File: src/mcgtx_defs.vh
// Register map, field positions, reset values and timing counts
`ifndef MCGTX_DEFS_VH
`define MCGTX_DEFS_VH

// ----------------------------------------
// Register addresses
// ----------------------------------------
`define MCGTX_ADDR_CTL_A 16'hff4c
`define MCGTX_ADDR_CTL_B 16'hff4d
`define MCGTX_ADDR_CTL_C 16'hff4e
`define MCGTX_ADDR_TXBUF 16'hff4f
`define MCGTX_ADDR_BITCNT 16'hff50
`define MCGTX_ADDR_STATUS 16'hff51
`define MCGTX_ADDR_PORT3_DIR 16'hff23

// ----------------------------------------
// Field positions
// ----------------------------------------
`define MCGTX_A_ENABLE 7
`define MCGTX_A_ORDER 4
`define MCGTX_A_FORMAT 1
`define MCGTX_A_IDLE 0
`define MCGTX_SHARED_PIN_BIT 2

// ----------------------------------------
// Reset values
// ----------------------------------------
`define MCGTX_RST_CTL_A 8'h10
`define MCGTX_RST_CTL_B 3'h0
`define MCGTX_RST_CTL_C 5'h1f
`define MCGTX_RST_BITCNT 3'h7
`define MCGTX_RST_PORT3_DIR 8'hff

// ----------------------------------------
// Timing counts
// ----------------------------------------
`define MCGTX_K_MIN 5'h04
`define MCGTX_LATE_GAP_TICKS 2'h2
`define MCGTX_CKS_MAX 3'h5
`define MCGTX_FIFO_DEPTH 4
`define MCGTX_FIFO_AW 2

`endif

File: src/mcgtx.v
// Manchester code transmitter with its transmit FIFO
`timescale 1ns/1ps
// How it works
// - A unit carries one to eight bits, count setting plus one.
// - Nothing is sent while the unit enable bit is clear.
// - Between units the pin holds the idle level select bit.
// - Software sets the bit count, then a buffer write starts sending.
// - At start, count goes to a 3-bit counter, data to shifter.
// - A load pulse is raised when data enters the shift register.
// - Shifter advances per baud period; pin is bit XOR baud clock, or the bit alone when the format bit is set.
// - The bit sent with counter at zero ends the unit.
// - A late write starts the next unit two base clocks after the end.
// - Baud divisor is five bits, values below four act as four.
// - Base clock source is chosen by a three-bit field.
// - Port direction resets to all ones; zero enables the driver.
// - Baud clock is base clock over divisor, then over two.
// - Base select codes 0 to 5 divide by powers of two.

// ----------------------------------------
// Transmit FIFO
// ----------------------------------------
module mcgtx_fifo #(
  parameter W = 11,
  parameter D = 4,
  parameter AW = 2
) (
  // Clock and reset
  input wire clk,
  input wire resetn,
  // Fill side
  input wire in_valid,
  output wire in_ready,
  input wire [W-1:0] in_data,
  // Drain side
  output wire out_valid,
  input wire out_ready,
  output wire [W-1:0] out_data
);
  reg [W-1:0] mem_q [0:D-1];
  reg [AW-1:0] wp_q;
  reg [AW-1:0] rp_q;
  reg [AW:0] cnt_q;
  wire push;
  wire pop;
  integer i;

  assign in_ready = (cnt_q != D[AW:0]);
  assign out_valid = (cnt_q != {(AW+1){1'b0}});
  assign out_data = mem_q[rp_q];
  assign push = in_valid && in_ready;
  assign pop = out_valid && out_ready;

  always @(posedge clk or negedge resetn) begin
    if (!resetn) begin
      wp_q <= {AW{1'b0}};
      rp_q <= {AW{1'b0}};
      cnt_q <= {(AW+1){1'b0}};
      for (i = 0; i < D; i = i + 1) begin
        mem_q[i] <= {W{1'b0}};
      end
    end else begin
      if (push) begin
        mem_q[wp_q] <= in_data;
        wp_q <= (wp_q == D[AW-1:0] - 1'b1) ? {AW{1'b0}} : wp_q + 1'b1;
      end
      if (pop) begin
        rp_q <= (rp_q == D[AW-1:0] - 1'b1) ? {AW{1'b0}} : rp_q + 1'b1;
      end
      if (push && !pop) begin
        cnt_q <= cnt_q + 1'b1;
      end else if (pop && !push) begin
        cnt_q <= cnt_q - 1'b1;
      end
    end
  end
endmodule

// ----------------------------------------
// Transmitter top
// ----------------------------------------
module mcgtx_top (
  // Clock and reset
  input wire clk,
  input wire resetn,
  // Register access
  input wire [15:0] reg_addr,
  input wire reg_wr,
  input wire reg_rd,
  input wire [7:0] reg_wdata,
  output reg [7:0] reg_rdata,
  output wire tx_buffer_ready,
  // Events
  output reg tx_load_irq,
  // Port pins
  output reg coded_out_pin,
  output wire shared_port_pin_o,
  output wire shared_port_pin_oe_n,
  output wire [7:0] port3_direction
);
`include "mcgtx_defs.vh"

  localparam [2:0] ST_IDLE = 3'b001;
  localparam [2:0] ST_GAP = 3'b010;
  localparam [2:0] ST_SEND = 3'b100;

  // ----------------------------------------
  // Registers
  // ----------------------------------------
  reg [7:0] ctl_a_q;
  reg [2:0] ctl_b_q;
  reg [4:0] ctl_c_q;
  reg [2:0] bitcnt_q;
  reg [7:0] txbuf_q;
  reg [7:0] port3_dir_q;
  wire enable;
  wire lsb_first;
  wire fmt_seq;
  wire idle_lvl;
  wire wr_txbuf;
  wire fifo_valid;
  wire fifo_pop;
  wire [10:0] fifo_data;

  assign enable = ctl_a_q[`MCGTX_A_ENABLE];
  assign lsb_first = ctl_a_q[`MCGTX_A_ORDER];
  assign fmt_seq = ctl_a_q[`MCGTX_A_FORMAT];
  assign idle_lvl = ctl_a_q[`MCGTX_A_IDLE];
  assign wr_txbuf = reg_wr && (reg_addr == `MCGTX_ADDR_TXBUF);
  assign port3_direction = port3_dir_q;
  assign shared_port_pin_oe_n = port3_dir_q[`MCGTX_SHARED_PIN_BIT];
  assign shared_port_pin_o = coded_out_pin;

  always @(posedge clk or negedge resetn) begin
    if (!resetn) begin
      ctl_a_q <= `MCGTX_RST_CTL_A;
      ctl_b_q <= `MCGTX_RST_CTL_B;
      ctl_c_q <= `MCGTX_RST_CTL_C;
      bitcnt_q <= `MCGTX_RST_BITCNT;
      txbuf_q <= 8'h00;
      port3_dir_q <= `MCGTX_RST_PORT3_DIR;
    end else if (reg_wr) begin
      if (reg_addr == `MCGTX_ADDR_CTL_A) begin
        ctl_a_q <= reg_wdata & 8'h93;
      end else if (reg_addr == `MCGTX_ADDR_CTL_B) begin
        ctl_b_q <= reg_wdata[2:0];
      end else if (reg_addr == `MCGTX_ADDR_CTL_C) begin
        ctl_c_q <= reg_wdata[4:0];
      end else if (reg_addr == `MCGTX_ADDR_BITCNT) begin
        bitcnt_q <= reg_wdata[2:0];
      end else if (reg_addr == `MCGTX_ADDR_TXBUF) begin
        txbuf_q <= reg_wdata;
      end else if (reg_addr == `MCGTX_ADDR_PORT3_DIR) begin
        port3_dir_q <= reg_wdata;
      end
    end
  end

  // ----------------------------------------
  // Buffer writes pair data with the count
  // ----------------------------------------
  mcgtx_fifo #(
    .W(11),
    .D(`MCGTX_FIFO_DEPTH),
    .AW(`MCGTX_FIFO_AW)
  ) u_fifo (
    .clk(clk),
    .resetn(resetn),
    .in_valid(wr_txbuf),
    .in_ready(tx_buffer_ready),
    .in_data({bitcnt_q, reg_wdata}),
    .out_valid(fifo_valid),
    .out_ready(fifo_pop),
    .out_data(fifo_data)
  );

  // ----------------------------------------
  // Baud generation
  // ----------------------------------------
  reg [4:0] presc_q;
  reg [4:0] half_q;
  reg [4:0] kk;
  reg [4:0] presc_mask;
  wire base_tick;
  wire half_tick;

  always @* begin
    kk = (ctl_c_q < `MCGTX_K_MIN) ? `MCGTX_K_MIN : ctl_c_q;
    presc_mask = 5'h00;
    case (ctl_b_q)
      3'h0: presc_mask = 5'h00;
      3'h1: presc_mask = 5'h01;
      3'h2: presc_mask = 5'h03;
      3'h3: presc_mask = 5'h07;
      3'h4: presc_mask = 5'h0f;
      default: presc_mask = 5'h1f;
    endcase
  end

  // Prohibited select codes give no base clock
  assign base_tick = enable && (ctl_b_q <= `MCGTX_CKS_MAX) &&
    (presc_q == presc_mask);
  assign half_tick = base_tick && (half_q == kk - 5'h01);

  always @(posedge clk or negedge resetn) begin
    if (!resetn) begin
      presc_q <= 5'h00;
    end else if (!enable || presc_q == presc_mask) begin
      presc_q <= 5'h00;
    end else begin
      presc_q <= presc_q + 5'h01;
    end
  end

  // ----------------------------------------
  // Transmit sequencer
  // ----------------------------------------
  reg [2:0] st_q;
  reg [2:0] st_d;
  reg [7:0] shift_q;
  reg [2:0] cnt_q;
  reg phase_q;
  reg early_q;
  reg [1:0] gap_q;
  reg load;
  reg [7:0] load_data;
  wire cur_bit;
  wire last_bit;
  wire bit_end;
  wire window_tick;

  assign cur_bit = lsb_first ? shift_q[0] : shift_q[7];
  assign last_bit = (cnt_q == 3'h0);
  assign bit_end = (st_q == ST_SEND) && half_tick && phase_q;
  // One base clock before mid of the final bit
  assign window_tick = (st_q == ST_SEND) && last_bit && !phase_q &&
    base_tick && (half_q == kk - 5'h02);
  assign fifo_pop = load;

  always @* begin
    st_d = st_q;
    load = 1'b0;
    case (st_q)
      ST_IDLE: begin
        if (enable && fifo_valid) begin
          load = 1'b1;
          st_d = ST_SEND;
        end
      end
      ST_GAP: begin
        if (base_tick && gap_q == `MCGTX_LATE_GAP_TICKS - 2'h1) begin
          load = 1'b1;
          st_d = ST_SEND;
        end
      end
      ST_SEND: begin
        if (bit_end && last_bit) begin
          if (early_q) begin
            load = 1'b1;
          end else if (fifo_valid) begin
            st_d = ST_GAP;
          end else begin
            st_d = ST_IDLE;
          end
        end
      end
      default: st_d = ST_IDLE;
    endcase
    if (!enable) begin
      st_d = ST_IDLE;
      load = 1'b0;
    end
  end

  always @* begin
    // Short MSB-first units send the low bits of the data
    load_data = lsb_first ? fifo_data[7:0] :
      (fifo_data[7:0] << (3'h7 - fifo_data[10:8]));
  end

  always @(posedge clk or negedge resetn) begin
    if (!resetn) begin
      st_q <= ST_IDLE;
      shift_q <= 8'h00;
      cnt_q <= 3'h0;
      phase_q <= 1'b0;
      half_q <= 5'h00;
      early_q <= 1'b0;
      gap_q <= 2'h0;
      tx_load_irq <= 1'b0;
    end else begin
      st_q <= st_d;
      tx_load_irq <= load;
      if (load) begin
        shift_q <= load_data;
        cnt_q <= fifo_data[10:8];
        phase_q <= 1'b0;
        half_q <= 5'h00;
        early_q <= 1'b0;
      end else if (st_q == ST_SEND) begin
        if (base_tick) begin
          half_q <= half_tick ? 5'h00 : half_q + 5'h01;
        end
        if (window_tick) begin
          early_q <= fifo_valid;
        end
        if (half_tick) begin
          phase_q <= ~phase_q;
        end
        if (bit_end) begin
          shift_q <= lsb_first ? {1'b0, shift_q[7:1]} :
            {shift_q[6:0], 1'b0};
          cnt_q <= cnt_q - 3'h1;
        end
      end
      if (st_q == ST_GAP) begin
        if (base_tick) begin
          gap_q <= gap_q + 2'h1;
        end
      end else begin
        gap_q <= 2'h0;
      end
    end
  end

  // ----------------------------------------
  // Pin and read data
  // ----------------------------------------
  always @(posedge clk or negedge resetn) begin
    if (!resetn) begin
      coded_out_pin <= 1'b0;
    end else if (st_q == ST_SEND && enable) begin
      coded_out_pin <= fmt_seq ? cur_bit : (cur_bit ^ phase_q);
    end else begin
      coded_out_pin <= idle_lvl;
    end
  end

  always @(posedge clk or negedge resetn) begin
    if (!resetn) begin
      reg_rdata <= 8'h00;
    end else if (reg_rd) begin
      if (reg_addr == `MCGTX_ADDR_CTL_A) begin
        reg_rdata <= ctl_a_q;
      end else if (reg_addr == `MCGTX_ADDR_CTL_B) begin
        reg_rdata <= {5'h00, ctl_b_q};
      end else if (reg_addr == `MCGTX_ADDR_CTL_C) begin
        reg_rdata <= {3'h0, ctl_c_q};
      end else if (reg_addr == `MCGTX_ADDR_BITCNT) begin
        reg_rdata <= {5'h00, bitcnt_q};
      end else if (reg_addr == `MCGTX_ADDR_TXBUF) begin
        reg_rdata <= txbuf_q;
      end else if (reg_addr == `MCGTX_ADDR_STATUS) begin
        reg_rdata <= {5'h00, fifo_valid, ~tx_buffer_ready,
          st_q != ST_IDLE};
      end else if (reg_addr == `MCGTX_ADDR_PORT3_DIR) begin
        reg_rdata <= port3_dir_q;
      end else begin
        reg_rdata <= 8'h00;
      end
    end
  end
endmodule

File: config.mk
export PLATFORM = sky130hd
export DESIGN_NAME = mcgtx_top
export DESIGN_NICKNAME = d
export VERILOG_FILES = /design/src/mcgtx.v
export VERILOG_INCLUDE_DIRS = /design/src
export SDC_FILE = /design/constraint.sdc
export NUM_CORES = 1
export LEC_CHECK = 0
export BUFFER_PORTS_ARGS = -buffer_cell sky130_fd_sc_hd__buf_2
export CORE_ASPECT_RATIO = 0.8
export CORE_MARGIN = 3
export CORE_UTILIZATION = 26
export DETAILED_ROUTE_END_ITERATION = 6
export HOLD_SLACK_MARGIN = 0.15
export PLACE_DENSITY = 0.43
export SLEW_MARGIN = 20
export SYNTH_ARGS = -nofsm -noshare
export SYNTH_HDL_FRONTEND = slang
export SYNTH_HIERARCHICAL = 1
export SYNTH_SLANG_ARGS = --single-unit
File: constraint.sdc
create_clock -name clk -period 5.1 [get_ports clk]
set_input_delay 0.765 -clock clk [delete_from_list [all_inputs] [get_ports clk]]
set_output_delay 0.765 -clock clk [all_outputs]
set_load 0.05 [all_outputs]
# Yosys cells after proc, flatten, opt, wreduce, memory -nomap -nowiden
# Index checks and enable logic that the tools add are counted.
[totals] ff_bits=120 input_bits=28 out_inout_bits=21
[classes] addsub=11 magnitude_cmp=5 n_eq_ne=27 shift=1 mux=56 n_bitwise=10 reduce_logical=44
[ops] op="$eq 16x16->1 const B" count=7
[ops] op="$mux 8" count=12
[ops] op="$bwmux 44" count=1
[ops] op="$mux 11" count=3
[ops] op="$mux 3" count=10
[ops] op="$mux 5" count=6
[ops] op="$pmux 5 s5" count=1
[ops] op="$bmux 11 s2" count=1
[ops] op="$demux 11 s2" count=1
[ops] op="$logic_and 1x1->1" count=19
[ops] op="$eq 5x5->1" count=3
[ops] op="$ne 3x3->1 const B" count=5
[ops] op="$mux 1" count=14
[ops] op="$reduce_bool 2->1" count=6
[ops] op="$add 5x1->5 const B" count=2
[ops] op="$mux 2" count=5
[ops] op="$reduce_and 2->1" count=5
[ops] op="$eq 3x2->1 const B" count=3
[ops] op="$pmux 3 s3" count=1
[ops] op="$reduce_and 4->1" count=2
[ops] op="$shl 8x3->8" count=1
[ops] op="$not 1->1" count=7
[ops] op="$reduce_and 7->1" count=1
[ops] op="$add 2x1->2 const B" count=3
[ops] op="other kinds (25)" count=35

# Longest topological paths before layout
# Gate-level depths: netlist (run 1).
[logic_depth] depth_word=15 ltp_mapped=18 ltp_nobuf=16

# By module
# Netlist (run 1), hierarchy kept.
[modules_own_cells] module="mcgtx_top" n_inst=1 cells_per_inst=396 area_each_um2=4121.5
[modules_own_cells] module="mcgtx_fifo" n_inst=1 cells_per_inst=146 area_each_um2=2346.0

# Worst setup path after synthesis (run 1)
# Ideal clock, no wire load.
[synth_timing] path_type="register to register" start="register ctl_c_q[4]" end="register u_fifo.cnt_q[1]" arrival_time_ns=3.937 slack_ns=1.038 stages_incl_launch_ff=16 n_path_buf=2 path_cell_list="dfstp_2 > clkbuf_1 > o31ai_1 > ha_1 > or3b_2 > a21oi_1 > o21ai_0 > or4_4 > and2_4 > buf_6 > inv_6 > nand2_1 > ha_1 > inv_1 > fa_1 > mux2_2"
[synth_via] elab_chain_cells=15
[synth_lines] item="from (decl)" line_no="mcgtx.v:111" text="reg [4:0] ctl_c_q;"
[synth_lines] item="from (signal assigned)" line_no="mcgtx.v:137" text="ctl_c_q <= `MCGTX_RST_CTL_C;"
[synth_lines] item="from (signal assigned)" line_no="mcgtx.v:147" text="ctl_c_q <= reg_wdata[4:0];"
[synth_lines] item="$lt 5x3->1 (no source line)"
[synth_lines] item="$mux 5 (*)" line_no="mcgtx.v:187" text="kk = (ctl_c_q < `MCGTX_K_MIN) ? `MCGTX_K_MIN : ctl_c_q;"
[synth_lines] item="$sub 5x1->5 (*)" line_no="mcgtx.v:202" text="assign half_tick = base_tick && (half_q == kk - 5'h01);"
[synth_lines] item="$eq 5x5->1 (*)" line_no="mcgtx.v:202"
[synth_lines] item="$logic_and 1x1->1 (*)" line_no="mcgtx.v:202"
[synth_lines] item="$logic_and 1x1->1 (*) (2 in series)" line_no="mcgtx.v:233" text="assign bit_end = (st_q == ST_SEND) && half_tick && phase_q;"
[synth_lines] item="$logic_and 1x1->1 (*)" line_no="mcgtx.v:256" text="if (bit_end && last_bit) begin"
[synth_lines] item="$mux 1 (*)" line_no="mcgtx.v:256"
[synth_lines] item="$pmux 1 s3 (*)" line_no="mcgtx.v:242" text="case (st_q)"
[synth_lines] item="$mux 1 (*)" line_no="mcgtx.v:268" text="if (!enable) begin"
[synth_lines] item="net fifo_pop" line_no="mcgtx.v:121" text="wire fifo_pop;"
[synth_lines] item="$logic_and 1x1->1 (*)" line_no="mcgtx.v:51" text="assign pop = out_valid && out_ready;"
[synth_lines] item="$logic_not 1->1" line_no="mcgtx.v:69" text="if (push && !pop) begin"
[synth_lines] item="$logic_and 1x1->1" line_no="mcgtx.v:69"
[synth_lines] item="$mux 3 / $reduce_bool 2->1 (equally long branches)"
[synth_lines] item="to (signal assigned)" line_no="mcgtx.v:57" text="cnt_q <= {(AW+1){1'b0}};"
[synth_lines] item="to (signal assigned)" line_no="mcgtx.v:70" text="cnt_q <= cnt_q + 1'b1;"
[synth_lines] item="to (signal assigned)" line_no="mcgtx.v:72" text="cnt_q <= cnt_q - 1'b1;"
[synth_lines] item="to (decl)" line_no="mcgtx.v:42" text="reg [AW:0] cnt_q;"
# Mark *: on every way through the listed nets, which the timed path passes. The rest lies on a longest branch.
# A chain may end at the register's enable or synchronous reset.

# Final worst setup path (run 1)
# Ends and elaborated chain as after synthesis.

==> results of run 1 <==
-- worst max-delay path, stage by stage, from the launching register on --
cell,delay (ns)
dfstp_2,0.41
o31ai_1,0.57
ha_1,0.30
or3b_2,0.47
a21oi_1,0.20
o21ai_0,0.20
or4_4,0.57
and2_4,0.23
inv_6,0.13
nand2_1,0.12
ha_1,0.23
inv_1,0.08
fa_1,0.40
mux2_2,0.27
-- registers in the layout, indices dropped and copies added (netlist names), 4 cells and up --
name and count:
half_q 5, u_fifo/mem_q 44, shift_q 8, ctl_c_q 5, reg_rdata 8, ctl_a_q 4, presc_q 5, port3_direction 8
txbuf_q 8
-- through the flow --
stage | instance area (sq um) | cells
2_1_floorplan | 6470 | 542
3_3_place_gp | 7010 | 885
3_5_place_dp | 7010 | 885
5_1_grt | 7620 | 917
4_1_cts | 7620 | 917
6_report | 7620 | 917
-- metal layers --
metal / global-route usage / vias to the layer above / part of all wire
li1: - / 2086 / -
met4: 0.0320 / 0 / 0.0045
met3: 0.0361 / 8 / 0.048
met1: 0.177 / 2277 / 0.48
met5: 0 / - / 0
met2: 0.201 / 104 / 0.47
-- how the worst max path moves through the flow --
| stage | depth (start not counted) | to | startpoint | slack [ns] |
|---|---|---|---|---|
| finish | 13 | u_fifo/cnt_q[1] | ctl_c_q[4] | 0.80 |
| global route | 13 | u_fifo/cnt_q[1] | ctl_c_q[4] | 0.54 |
| CTS | 13 | u_fifo/cnt_q[1] | ctl_c_q[4] | 0.79 |
| detailed placement | 13 | u_fifo/cnt_q[1] | ctl_c_q[4] | 0.80 |
| global placement | 13 | u_fifo/cnt_q[1] | ctl_c_q[4] | 1.0 |
| floorplan | 15 | u_fifo/cnt_q[1] | ctl_c_q[4] | 1.04 |
-- cells in the mapped netlist (3+ instances only) --
library cell,number
nor2_1,38
a22oi_1,8
o31ai_1,3
nor3b_1,5
xnor2_1,10
nand2_1,29
a31oi_1,3
nand3_1,10
nor4_1,3
or2_2,5
or3_1,4
a211oi_1,3
a31o_2,4
and3_1,5
buf_1,3
dfstp_2,18
buf_4,3
o21ai_0,9
xor2_1,9
nor2b_1,3
dfrtp_1,102
mux2i_1,33
a21oi_1,25
ha_1,14
nor3_1,8
buf_6,7
inv_1,14
clkbuf_1,12
nand2b_1,6
o2111ai_1,3
mux2_2,86
nand4_1,6
mux4_2,13
-- power by group through the flow --
| stage | sequential, uW | combinational [uW] | clock [uW] |
|---|---|---|---|
| floorplan | 990 | 13.9 | 0 |
| CTS | 960 | 77.8 | 1260 |
| global placement | 977 | 76.5 | 0 |
| global route | 960 | 84.0 | 1300 |
| detailed placement | 977 | 77.6 | 0 |
| finish | 960 | 75.2 | 1220 |
-- cell families after synthesis --
logic type | Yosys count | synth area share
flip-flops | 120 | 0.468
AND/OR/NAND/NOR | 138 | 0.113
buffers and inverters | 42 | 0.0354
AO/OA/AOI/OAI | 74 | 0.0764
multiplexers | 133 | 0.248
adder cells (fa/ha/maj) | 15 | 0.0302
XOR/XNOR | 20 | 0.0292
-- cell type report --
class,instances,share of cell area
multi-input cells,380,0.422
flip-flops and latches,120,0.397
clock buffers,18,0.0576
well taps,312,0.0512
repair buffers,58,0.0417
clock inverters,14,0.0218
inverters,15,0.00805
==> flow_summary_export.csv, run 1 <==
group,metric,value,unit
run_status,status,"completed",
synthesis,avgSynthCellArea,11.9,sq um
route,drt-total-wl,16500,microns
synthesis,yosys.area.top_type,"dfrtp_1",
power_and_ir_drop,p_leak,0.00335,uW
global_route,grt_pass1_wl,27000,microns
placement,hpwl,11900,microns
die,dieHeight,147,microns
global_route,grt_antenna_before_repair,0,
global_route,grtUsageTotal,0.129,
timing,rsz0062_at_grt,"no",
power_and_ir_drop,p_switching,537,uW
die,core-area,0.0239,sq mm
power_and_ir_drop,p_comb_frac,0.033,
power_and_ir_drop,swShare,0.238,
cells_and_area,antenna_cells,0,
worst_setup_path,end_kind,"flip-flop",
global_route,grt_max_degree,67,
placement,routabilityCongestion,0.809,
worst_setup_path,regToRegSetupSlack,0.80,ns
synthesis,ys_ff_latch,120,
cells_and_area,regArea,0.00303,sq mm
route,first_pass_iters,6,
cells_and_area,area_delta_synth_final,17.8,%
timing,setup_viol,0,
clock_tree,cts-htree-levels,4,
worst_setup_path,cp.required,5.40,ns
global_route,overflow,0,
power_and_ir_drop,irDropWorstVdd,0.208,mV
route,vias,4475,
clock_tree,clk_latency,0.42,ns
clock_tree,cts_buffers,17,
die,die_w,182,microns
worst_setup_path,path_class,"reg -> reg",
timing,hold_viol_final,0,
die,dieArea,0.0268,sq mm
global_route,grt_pass1_vias,4710,
clock_tree,post-cts-setup-buffer-count,0,
clock_tree,clock_sinks,120,
clock_tree,cts_buffer_depth,2,
cells_and_area,final_core_util,0.319,
placement,place_ws,0.798,ns
synthesis,synth_flop_cell,"dfrtp_1",
worst_setup_path,crit_fanout,11,
cells_and_area,drive_above_1_share,0.374,
timing,finalCritPeriodShare,0.844,
timing,worst_pin_slew,0.834,ns
clock_tree,cts.clk_slew.worst_paths,0.06,ns
clock_tree,root_buffer,"clkbuf_16",
synthesis,async_reset_ff_frac,1.00,
timing,max_freq,0.232,GHz
synthesis,netlist.area_leader.share,0.395,
cells_and_area,nets,635,
worst_setup_path,crit_arrival,4.60,ns
timing,tns,0,ns
worst_setup_path,r2r_end,"u_fifo/cnt_q[1]",
synthesis,netlist_instances,542,
cells_and_area,multi_input_area,0.00322,sq mm
clock_tree,cts_hold_buffers,0,
synthesis,ys_seq_area_frac,0.468,
timing,skew,0.0106,ns
timing,slew_violations,0,
route,viasPerCell,4.88,
power_and_ir_drop,seqPwrFrac,0.425,
power_and_ir_drop,power,2260,uW
worst_setup_path,r2r_cells,13,
power_and_ir_drop,p_per_area,296,mW/mm^2
power_and_ir_drop,internal_power,1720,uW
flow_run,maxCapViolCount,0,
worst_setup_path,start_kind,"flip-flop",
min_path,hold_path.class,"in -> async",
timing,holdWs,0.206,ns
synthesis,synth_edf_count,0,
route,drt_iter0_markers,277,
route,ant_nets,0,
synthesis,yosysWarnings,6,
timing,fin_ws,0.797,ns
synthesis,synth.area.top_cells,"dfrtp_1 (39%), mux2_2 (15%), dfstp_2 (7.3%)",
die,ios,49,
timing,relSlewSlack,0.443,
route,wl_per_cell,18.0,microns
route,remaining_drc_errors,0,
cells_and_area,mostFrequentLayoutCells,"dfrtp_1 (102), mux2_2 (86), buf_2 (47), nor2_1 (38), mux2i_1 (33)",
timing,fin_crit,4.30,ns
synthesis,netlist_area,0.00647,sq mm
clock_tree,cts_tree,"done",
worst_setup_path,r2r-start,"ctl_c_q[4]",
clock_tree,cts-resized-gates,0,
synthesis,ys_types,64,
power_and_ir_drop,pwr-share-clk,0.541,
placement,port_buffers,48,
cells_and_area,num-fill-cells,2432,
die,start_util,0.271,
synthesis,syn_nets,585,
cells_and_area,mostFrequentLayoutCell,"dfrtp_1",
die,rows,50,
(Power assumes the default switching activity.)
==> run 2, diff against run 1 <==
==> constraint.sdc (replaced) <==
create_clock -name clk -period 4 [get_ports clk]
set_input_delay 0.6 -clock clk [delete_from_list [all_inputs] [get_ports clk]]
set_output_delay 0.6 -clock clk [all_outputs]
set_load 0.05 [all_outputs]
==> flow_summary_export.csv, run 2 (same netlist as run 1, synthesis figures left out) <==
group,metric,value,unit
run_status,status,"completed",
timing,tns,0,ns
global_route,grtUsageTotal,0.128,
power_and_ir_drop,p_per_area,366,mW/mm^2
cells_and_area,regMostFlops,"u_fifo/mem_q",
clock_tree,cts_hold_buffers,0,
clock_tree,clock_sinks,120,
die,core-area,0.0239,sq mm
worst_setup_path,crit_chain,"o31ai_2 > ha_1 > or3b_2 > a21oi_1 > o21ai_0 > or4_4 > and2_4 > inv_6 > nand2_1 > ha_1 > inv_1 > fa_1 > mux2_2",
worst_setup_path,crit_fanout,10,
cells_and_area,drive_above_1_share,0.379,
cells_and_area,final_core_util,0.319,
clock_tree,clk_latency,0.43,ns
global_route,grt_antenna_before_repair,0,
min_path,hold_path.class,"in -> async",
route,drt-total-wl,16400,microns
worst_setup_path,crit_family,"simple AND/OR/NAND/NOR gates",
worst_setup_path,worst-path-buf-inv,2,
route,first_pass_iters,7,
global_route,grt_pass1_vias,4723,
timing,hold_viol_final,0,
timing,setup_viol,0,
timing,fin_crit,3.83,ns
timing,skew,0.0164,ns
flow_run,maxCapViolCount,0,
clock_tree,root_buffer,"clkbuf_16",
cells_and_area,fin_cells,921,
route,viasPerCell,4.88,
worst_setup_path,cpMostUsedCell,"ha_1",
route,remaining_drc_errors,0,
placement,placedCellCount,889,
clock_tree,cts_buffer_depth,2,
power_and_ir_drop,irDropWorstVdd,0.160,mV
timing,max_freq,0.261,GHz
timing,rsz0062_at_grt,"no",
cells_and_area,mostFrequentLayoutCells,"dfrtp_1 (102), mux2_2 (86), buf_2 (47), nor2_1 (38), mux2i_1 (33)",
worst_setup_path,max_stage_delay,0.55,ns
die,dieArea,0.0268,sq mm
timing,holdWs,0.225,ns
timing,finalCritPeriodShare,0.959,
route,vias,4496,
die,rows,50,
worst_setup_path,startpoint,"ctl_c_q[4]",
cells_and_area,antenna_cells,0,
global_route,grt_pass1_wl,26800,microns
power_and_ir_drop,p_leak,0.00334,uW
global_route,grt_max_degree,65,
global_route,overflow,0,
die,ios,49,
worst_setup_path,crit_arrival,4.14,ns
cells_and_area,num-fill-cells,2408,
worst_setup_path,critical-path-slowest-cell,"or4_4",
die,dieHeight,147,microns
worst_setup_path,cp.required,4.30,ns
worst_setup_path,path_class,"reg -> reg",
worst_setup_path,r2r-start,"ctl_c_q[4]",
cells_and_area,mostFrequentLayoutCell,"dfrtp_1",
placement,port_buffers,48,
die,start_util,0.271,
clock_tree,cts-htree-levels,4,
cells_and_area,nets,639,
clock_tree,cts_tree,"done",
cells_and_area,largest_reg_flops,44,
placement,place_ws,0.0716,ns
worst_setup_path,start_kind,"flip-flop",
worst_setup_path,end_kind,"flip-flop",
timing,fin_ws,0.166,ns
die,die_w,182,microns
clock_tree,cts.clk_slew.worst_paths,0.06,ns
clock_tree,post-cts-setup-buffer-count,0,
timing,worst_pin_slew,0.775,ns
timing,relSlewSlack,0.483,
placement,routabilityCongestion,0.820,
route,wl_per_cell,17.8,microns
placement,hpwl,11800,microns
route,ant_nets,0,
timing,slew_violations,0,
route,drt_iter0_markers,253,
cells_and_area,area_delta_synth_final,18.0,%
clock_tree,cts_buffers,17,
==> run 2: what timing repair did <==
item                                   4_1_cts  5_1_grt
endpoints found under the hold margin        0        0
gates resized for setup                      0        1
setup endpoints to repair                    0        1
==> run 2: report_power, final <==
| part | leakage [uW] | switching [uW] | internal [uW] |
|---|---|---|---|
| registers | 0.00159 | 3.92 | 1220 |
| clock network | 0.000273 | 606 | 868 |
| logic | 0.00148 | 74.1 | 23.3 |
| total | 0.00334 | 684 | 2110 |
==> run 2: path summary, 6_finish.rpt <==
| path | end | slack (ns) | depth (start not counted) |
|---|---|---|---|
| max in group asynchronous | ctl_c_q[2] | 2.90 | 2 |
| max | u_fifo/cnt_q[1] | 0.17 | 13 |
| min | u_fifo/mem_q[27] | 0.23 | 1 |
| min in group clk | u_fifo/cnt_q[2] | 0.49 | 1 |
| min reg2reg | u_fifo/cnt_q[2] | 0.49 | 1 |
| max reg2reg | u_fifo/cnt_q[1] | 0.17 | 13 |
==> run 2: stage by stage <==
stage               total power, uW  instance area (sq um)
global placement               1340                   7060
detailed placement             1350                   7060
CTS                            2850                   7630
finish                         2800                   7630
floorplan                      1280                   6470
global route                   2920                   7630
==> run 2: layout make-up <==
| class | instances | area (sq um) | area share |
|---|---|---|---|
| multi-input combinational | 380 | 3230 | 0.423 |
| sequential | 120 | 3030 | 0.396 |
| clock buffer | 18 | 429 | 0.0562 |
| tap | 312 | 390 | 0.0511 |
| timing repair buffer | 62 | 360 | 0.0472 |
| clock inverter | 14 | 138 | 0.0180 |
| inverter | 15 | 61.3 | 0.00803 |
==> run 2: worst reg2reg max path, cell delays in order (launching register included) <==
cell     delay (ns)
dfstp_2        0.42
o31ai_2        0.34
ha_1           0.24
or3b_2         0.47
a21oi_1        0.20
o21ai_0        0.14
or4_4          0.55
and2_4         0.23
inv_6          0.06
nand2_1        0.08
ha_1           0.23
inv_1          0.08
fa_1           0.41
mux2_2         0.27
==> run 2: per-layer routing <==
metal / track usage / wire [microns]
met5: 0 / 0
met1: 0.183 / 8260
met2: 0.192 / 7480
met4: 0.0384 / 167
met3: 0.0307 / 515
==> run 3, diff against run 2 <==
--- a/config.mk
+++ b/config.mk
@@ -16,5 +16,4 @@
 export SLEW_MARGIN = 20
 export SYNTH_ARGS = -nofsm -noshare
 export SYNTH_HDL_FRONTEND = slang
-export SYNTH_HIERARCHICAL = 1
 export SYNTH_SLANG_ARGS = --single-unit
==> flow_summary_export.csv, run 3 <==
group,metric,value,unit
run_status,status,"completed",
route,vias,4752,
worst_setup_path,critical-path-slowest-cell,"o31ai_1",
worst_setup_path,r2r_cells,12,
power_and_ir_drop,p_comb_frac,0.034,
route,first_pass_iters,7,
route,viasPerCell,4.99,
worst_setup_path,r2r_end,"u_fifo.cnt_q[1]",
flow_run,maxCapViolCount,0,
clock_tree,clk_latency,0.42,ns
power_and_ir_drop,p_leak,0.00342,uW
clock_tree,cts-htree-levels,4,
power_and_ir_drop,p_switching,723,uW
synthesis,avgSynthCellArea,11.4,sq um
worst_setup_path,regToRegSetupSlack,0.32,ns
synthesis,netlist_instances,581,
synthesis,yosys.area.top_type,"dfrtp_1",
worst_setup_path,startpoint,"ctl_c_q[3]",
placement,hpwl,13000,microns
global_route,grt_pass1_vias,4812,
synthesis,async_reset_ff_frac,1.00,
route,remaining_drc_errors,0,
placement,routabilityCongestion,0.842,
worst_setup_path,crit_family,"compound AO/OA/AOI/OAI gates",
timing,skew,0.00964,ns
synthesis,synth.area.top_cells,"dfrtp_1 (38%), mux2_2 (15%), dfstp_2 (7.1%)",
worst_setup_path,max_stage_delay,0.56,ns
worst_setup_path,path_class,"reg -> reg",
worst_setup_path,r2r-start,"ctl_c_q[3]",
timing,worst_pin_slew,0.718,ns
clock_tree,cts_tree,"done",
timing,max_freq,0.271,GHz
synthesis,syn_nets,624,
power_and_ir_drop,seqPwrFrac,0.429,
synthesis,synth_most_common_cell,"dfrtp_1",
timing,finalCritPeriodShare,0.921,
power_and_ir_drop,p_per_area,366,mW/mm^2
global_route,overflow,0,
global_route,grt_antenna_before_repair,0,
clock_tree,cts_buffer_depth,2,
worst_setup_path,crit_chain,"o31ai_1 > ha_1 > xnor2_1 > a21oi_1 > and4_1 > nand4_1 > a21oi_1 > inv_1 > ha_1 > inv_1 > fa_1 > mux2_2",
synthesis,ys_types,69,
global_route,grt_pass1_wl,28700,microns
cells_and_area,area_delta_synth_final,16.9,%
worst_setup_path,crit_path_end,"u_fifo.cnt_q[1]",
timing,hold_viol_final,0,
synthesis,ys_seq_area_frac,0.455,
min_path,hold_path.class,"in -> async",
cells_and_area,fin_area,0.00777,sq mm
timing,relSlewSlack,0.521,
clock_tree,post-cts-setup-buffer-count,0,
global_route,grt_max_degree,70,
power_and_ir_drop,power,2850,uW
route,wl_per_cell,18.8,microns
timing,holdWs,0.228,ns
die,dieHeight,149,microns
timing,setup_viol,0,
synthesis,netlist_area,0.00664,sq mm
cells_and_area,regMostFlops,"u_fifo.mem_q",
clock_tree,cts_buffers,17,
placement,placedCellCount,920,
route,drt_iter0_markers,266,
timing,tns,0,ns
synthesis,netlist.area_leader.share,0.384,
die,rows,51,
clock_tree,clock_sinks,120,
global_route,grtUsageTotal,0.137,
clock_tree,cts_hold_buffers,0,
synthesis,synth_flop_cell,"dfrtp_1",
cells_and_area,drive_above_1_share,0.342,
power_and_ir_drop,internal_power,2120,uW
synthesis,synth_edf_count,0,
power_and_ir_drop,swShare,0.254,
route,ant_nets,0,
placement,port_buffers,48,
die,start_util,0.268,
worst_setup_path,worst-path-buf-inv,2,
cells_and_area,largest_reg_flops,44,
die,ios,49,
worst_setup_path,crit_arrival,3.98,ns
clock_tree,cts.clk_slew.worst_paths,0.06,ns
worst_setup_path,crit_fanout,11,
cells_and_area,fin_cells,952,
clock_tree,cts-resized-gates,0,
timing,rsz0062_at_grt,"no",
timing,fin_crit,3.68,ns
worst_setup_path,cp.required,4.30,ns
worst_setup_path,end_kind,"flip-flop",
die,core-area,0.0248,sq mm
cells_and_area,mostFrequentLayoutCells,"dfrtp_1 (102), mux2_2 (90), buf_2 (47), nand2_1 (39), nor2_1 (38)",
die,dieArea,0.0275,sq mm
worst_setup_path,worst-path-stages,12,
power_and_ir_drop,irDropWorstVdd,0.258,mV
placement,placed_area,0.00718,sq mm
cells_and_area,num-fill-cells,2554,
clock_tree,root_buffer,"clkbuf_16",
timing,slew_violations,0,
route,drt-total-wl,17900,microns
synthesis,yosysWarnings,0,
cells_and_area,nets,664,
die,die_w,185,microns
power_and_ir_drop,pwr-share-clk,0.537,
cells_and_area,antenna_cells,0,
cells_and_area,mostFrequentLayoutCell,"dfrtp_1",
synthesis,synth_common_cells,"dfrtp_1 (102), mux2_2 (90), nand2_1 (39), nor2_1 (38), mux2i_1 (27)",
synthesis,ys_ff_latch,120,
worst_setup_path,start_kind,"flip-flop",
==> run 3: cell types whose count changed after synthesis, sizes merged, moves of 4 or more <==
cell | before | now
a21oi | 25 | 16
a22oi | 8 | 4
a31o | 4 | 0
buf | 15 | 23
inv | 15 | 19
mux2 | 87 | 91
mux2i | 33 | 27
nand2 | 29 | 39
nand3 | 10 | 15
nor2b | 3 | 7
nor3 | 8 | 13
o21ai | 9 | 14
o22ai | 2 | 6
or2 | 5 | 1
==> run 3: worst min path at each step <==
stage / start / to / depth (start not counted)
6_report: resetn / cnt_q[1] / 1
3_5_place_dp: u_fifo.mem_q[16] / u_fifo.mem_q[16] / 1
2_1_floorplan: resetn / cnt_q[0] / 0
5_1_grt: resetn / cnt_q[1] / 1
3_3_place_gp: u_fifo.mem_q[0] / u_fifo.mem_q[0] / 1
4_1_cts: resetn / tx_load_irq / 1
==> run 3: per-layer routing <==
| metal | track usage | wire (microns) | vias to the layer above |
|---|---|---|---|
| met5 | 0 | 0 | - |
| met4 | 0.0356 | 155 | 0 |
| met3 | 0.0314 | 669 | 10 |
| met2 | 0.208 | 8130 | 93 |
| met1 | 0.198 | 8950 | 2437 |
| li1 | - | - | 2212 |
==> run 3: metrics by stage <==
stage / util / setup slack [ns]
after global routing: 0.314 / 0.0363
after floorplan: - / 0.583
final: 0.314 / 0.317
after global placement: 0.290 / 0.512
after CTS: 0.314 / 0.304
after detailed placement: 0.290 / 0.323
==> run 3: area by class of cell <==
type	instances	area (sq um)	share of cell area
multi-input cells	406	3370	0.433
flip-flops and latches	120	3030	0.390
clock buffers	17	425	0.0548
well taps	318	398	0.0512
repair buffers	57	323	0.0416
clock inverters	15	158	0.0203
inverters	19	71.3	0.00918
==> run 3: worst reg2reg max path: stages, from the launching register on <==
cell and delay, ns:
dfstp_2 0.43, o31ai_1 0.56, ha_1 0.36, xnor2_1 0.14, a21oi_1 0.15, and4_1 0.32, nand4_1 0.19, a21oi_1 0.34
inv_1 0.09, ha_1 0.23, inv_1 0.08, fa_1 0.40, mux2_2 0.28
==> run 3: cell families after synthesis <==
family	synth area share
simple gates	0.115
mux	0.233
flops	0.455
compound gates	0.0987
buf+inv	0.0379
xor+xnor	0.0303
fa+ha+maj	0.0294
==> run 3: power by group through the flow <==
stage	logic, uW	clock network (uW)	registers [uW]
final	95.4	1530	1220
after global routing	107	1630	1220
after CTS	99.0	1570	1220
after floorplan	23.2	0	1250
after detailed placement	98.7	0	1240
after global placement	96.5	0	1240
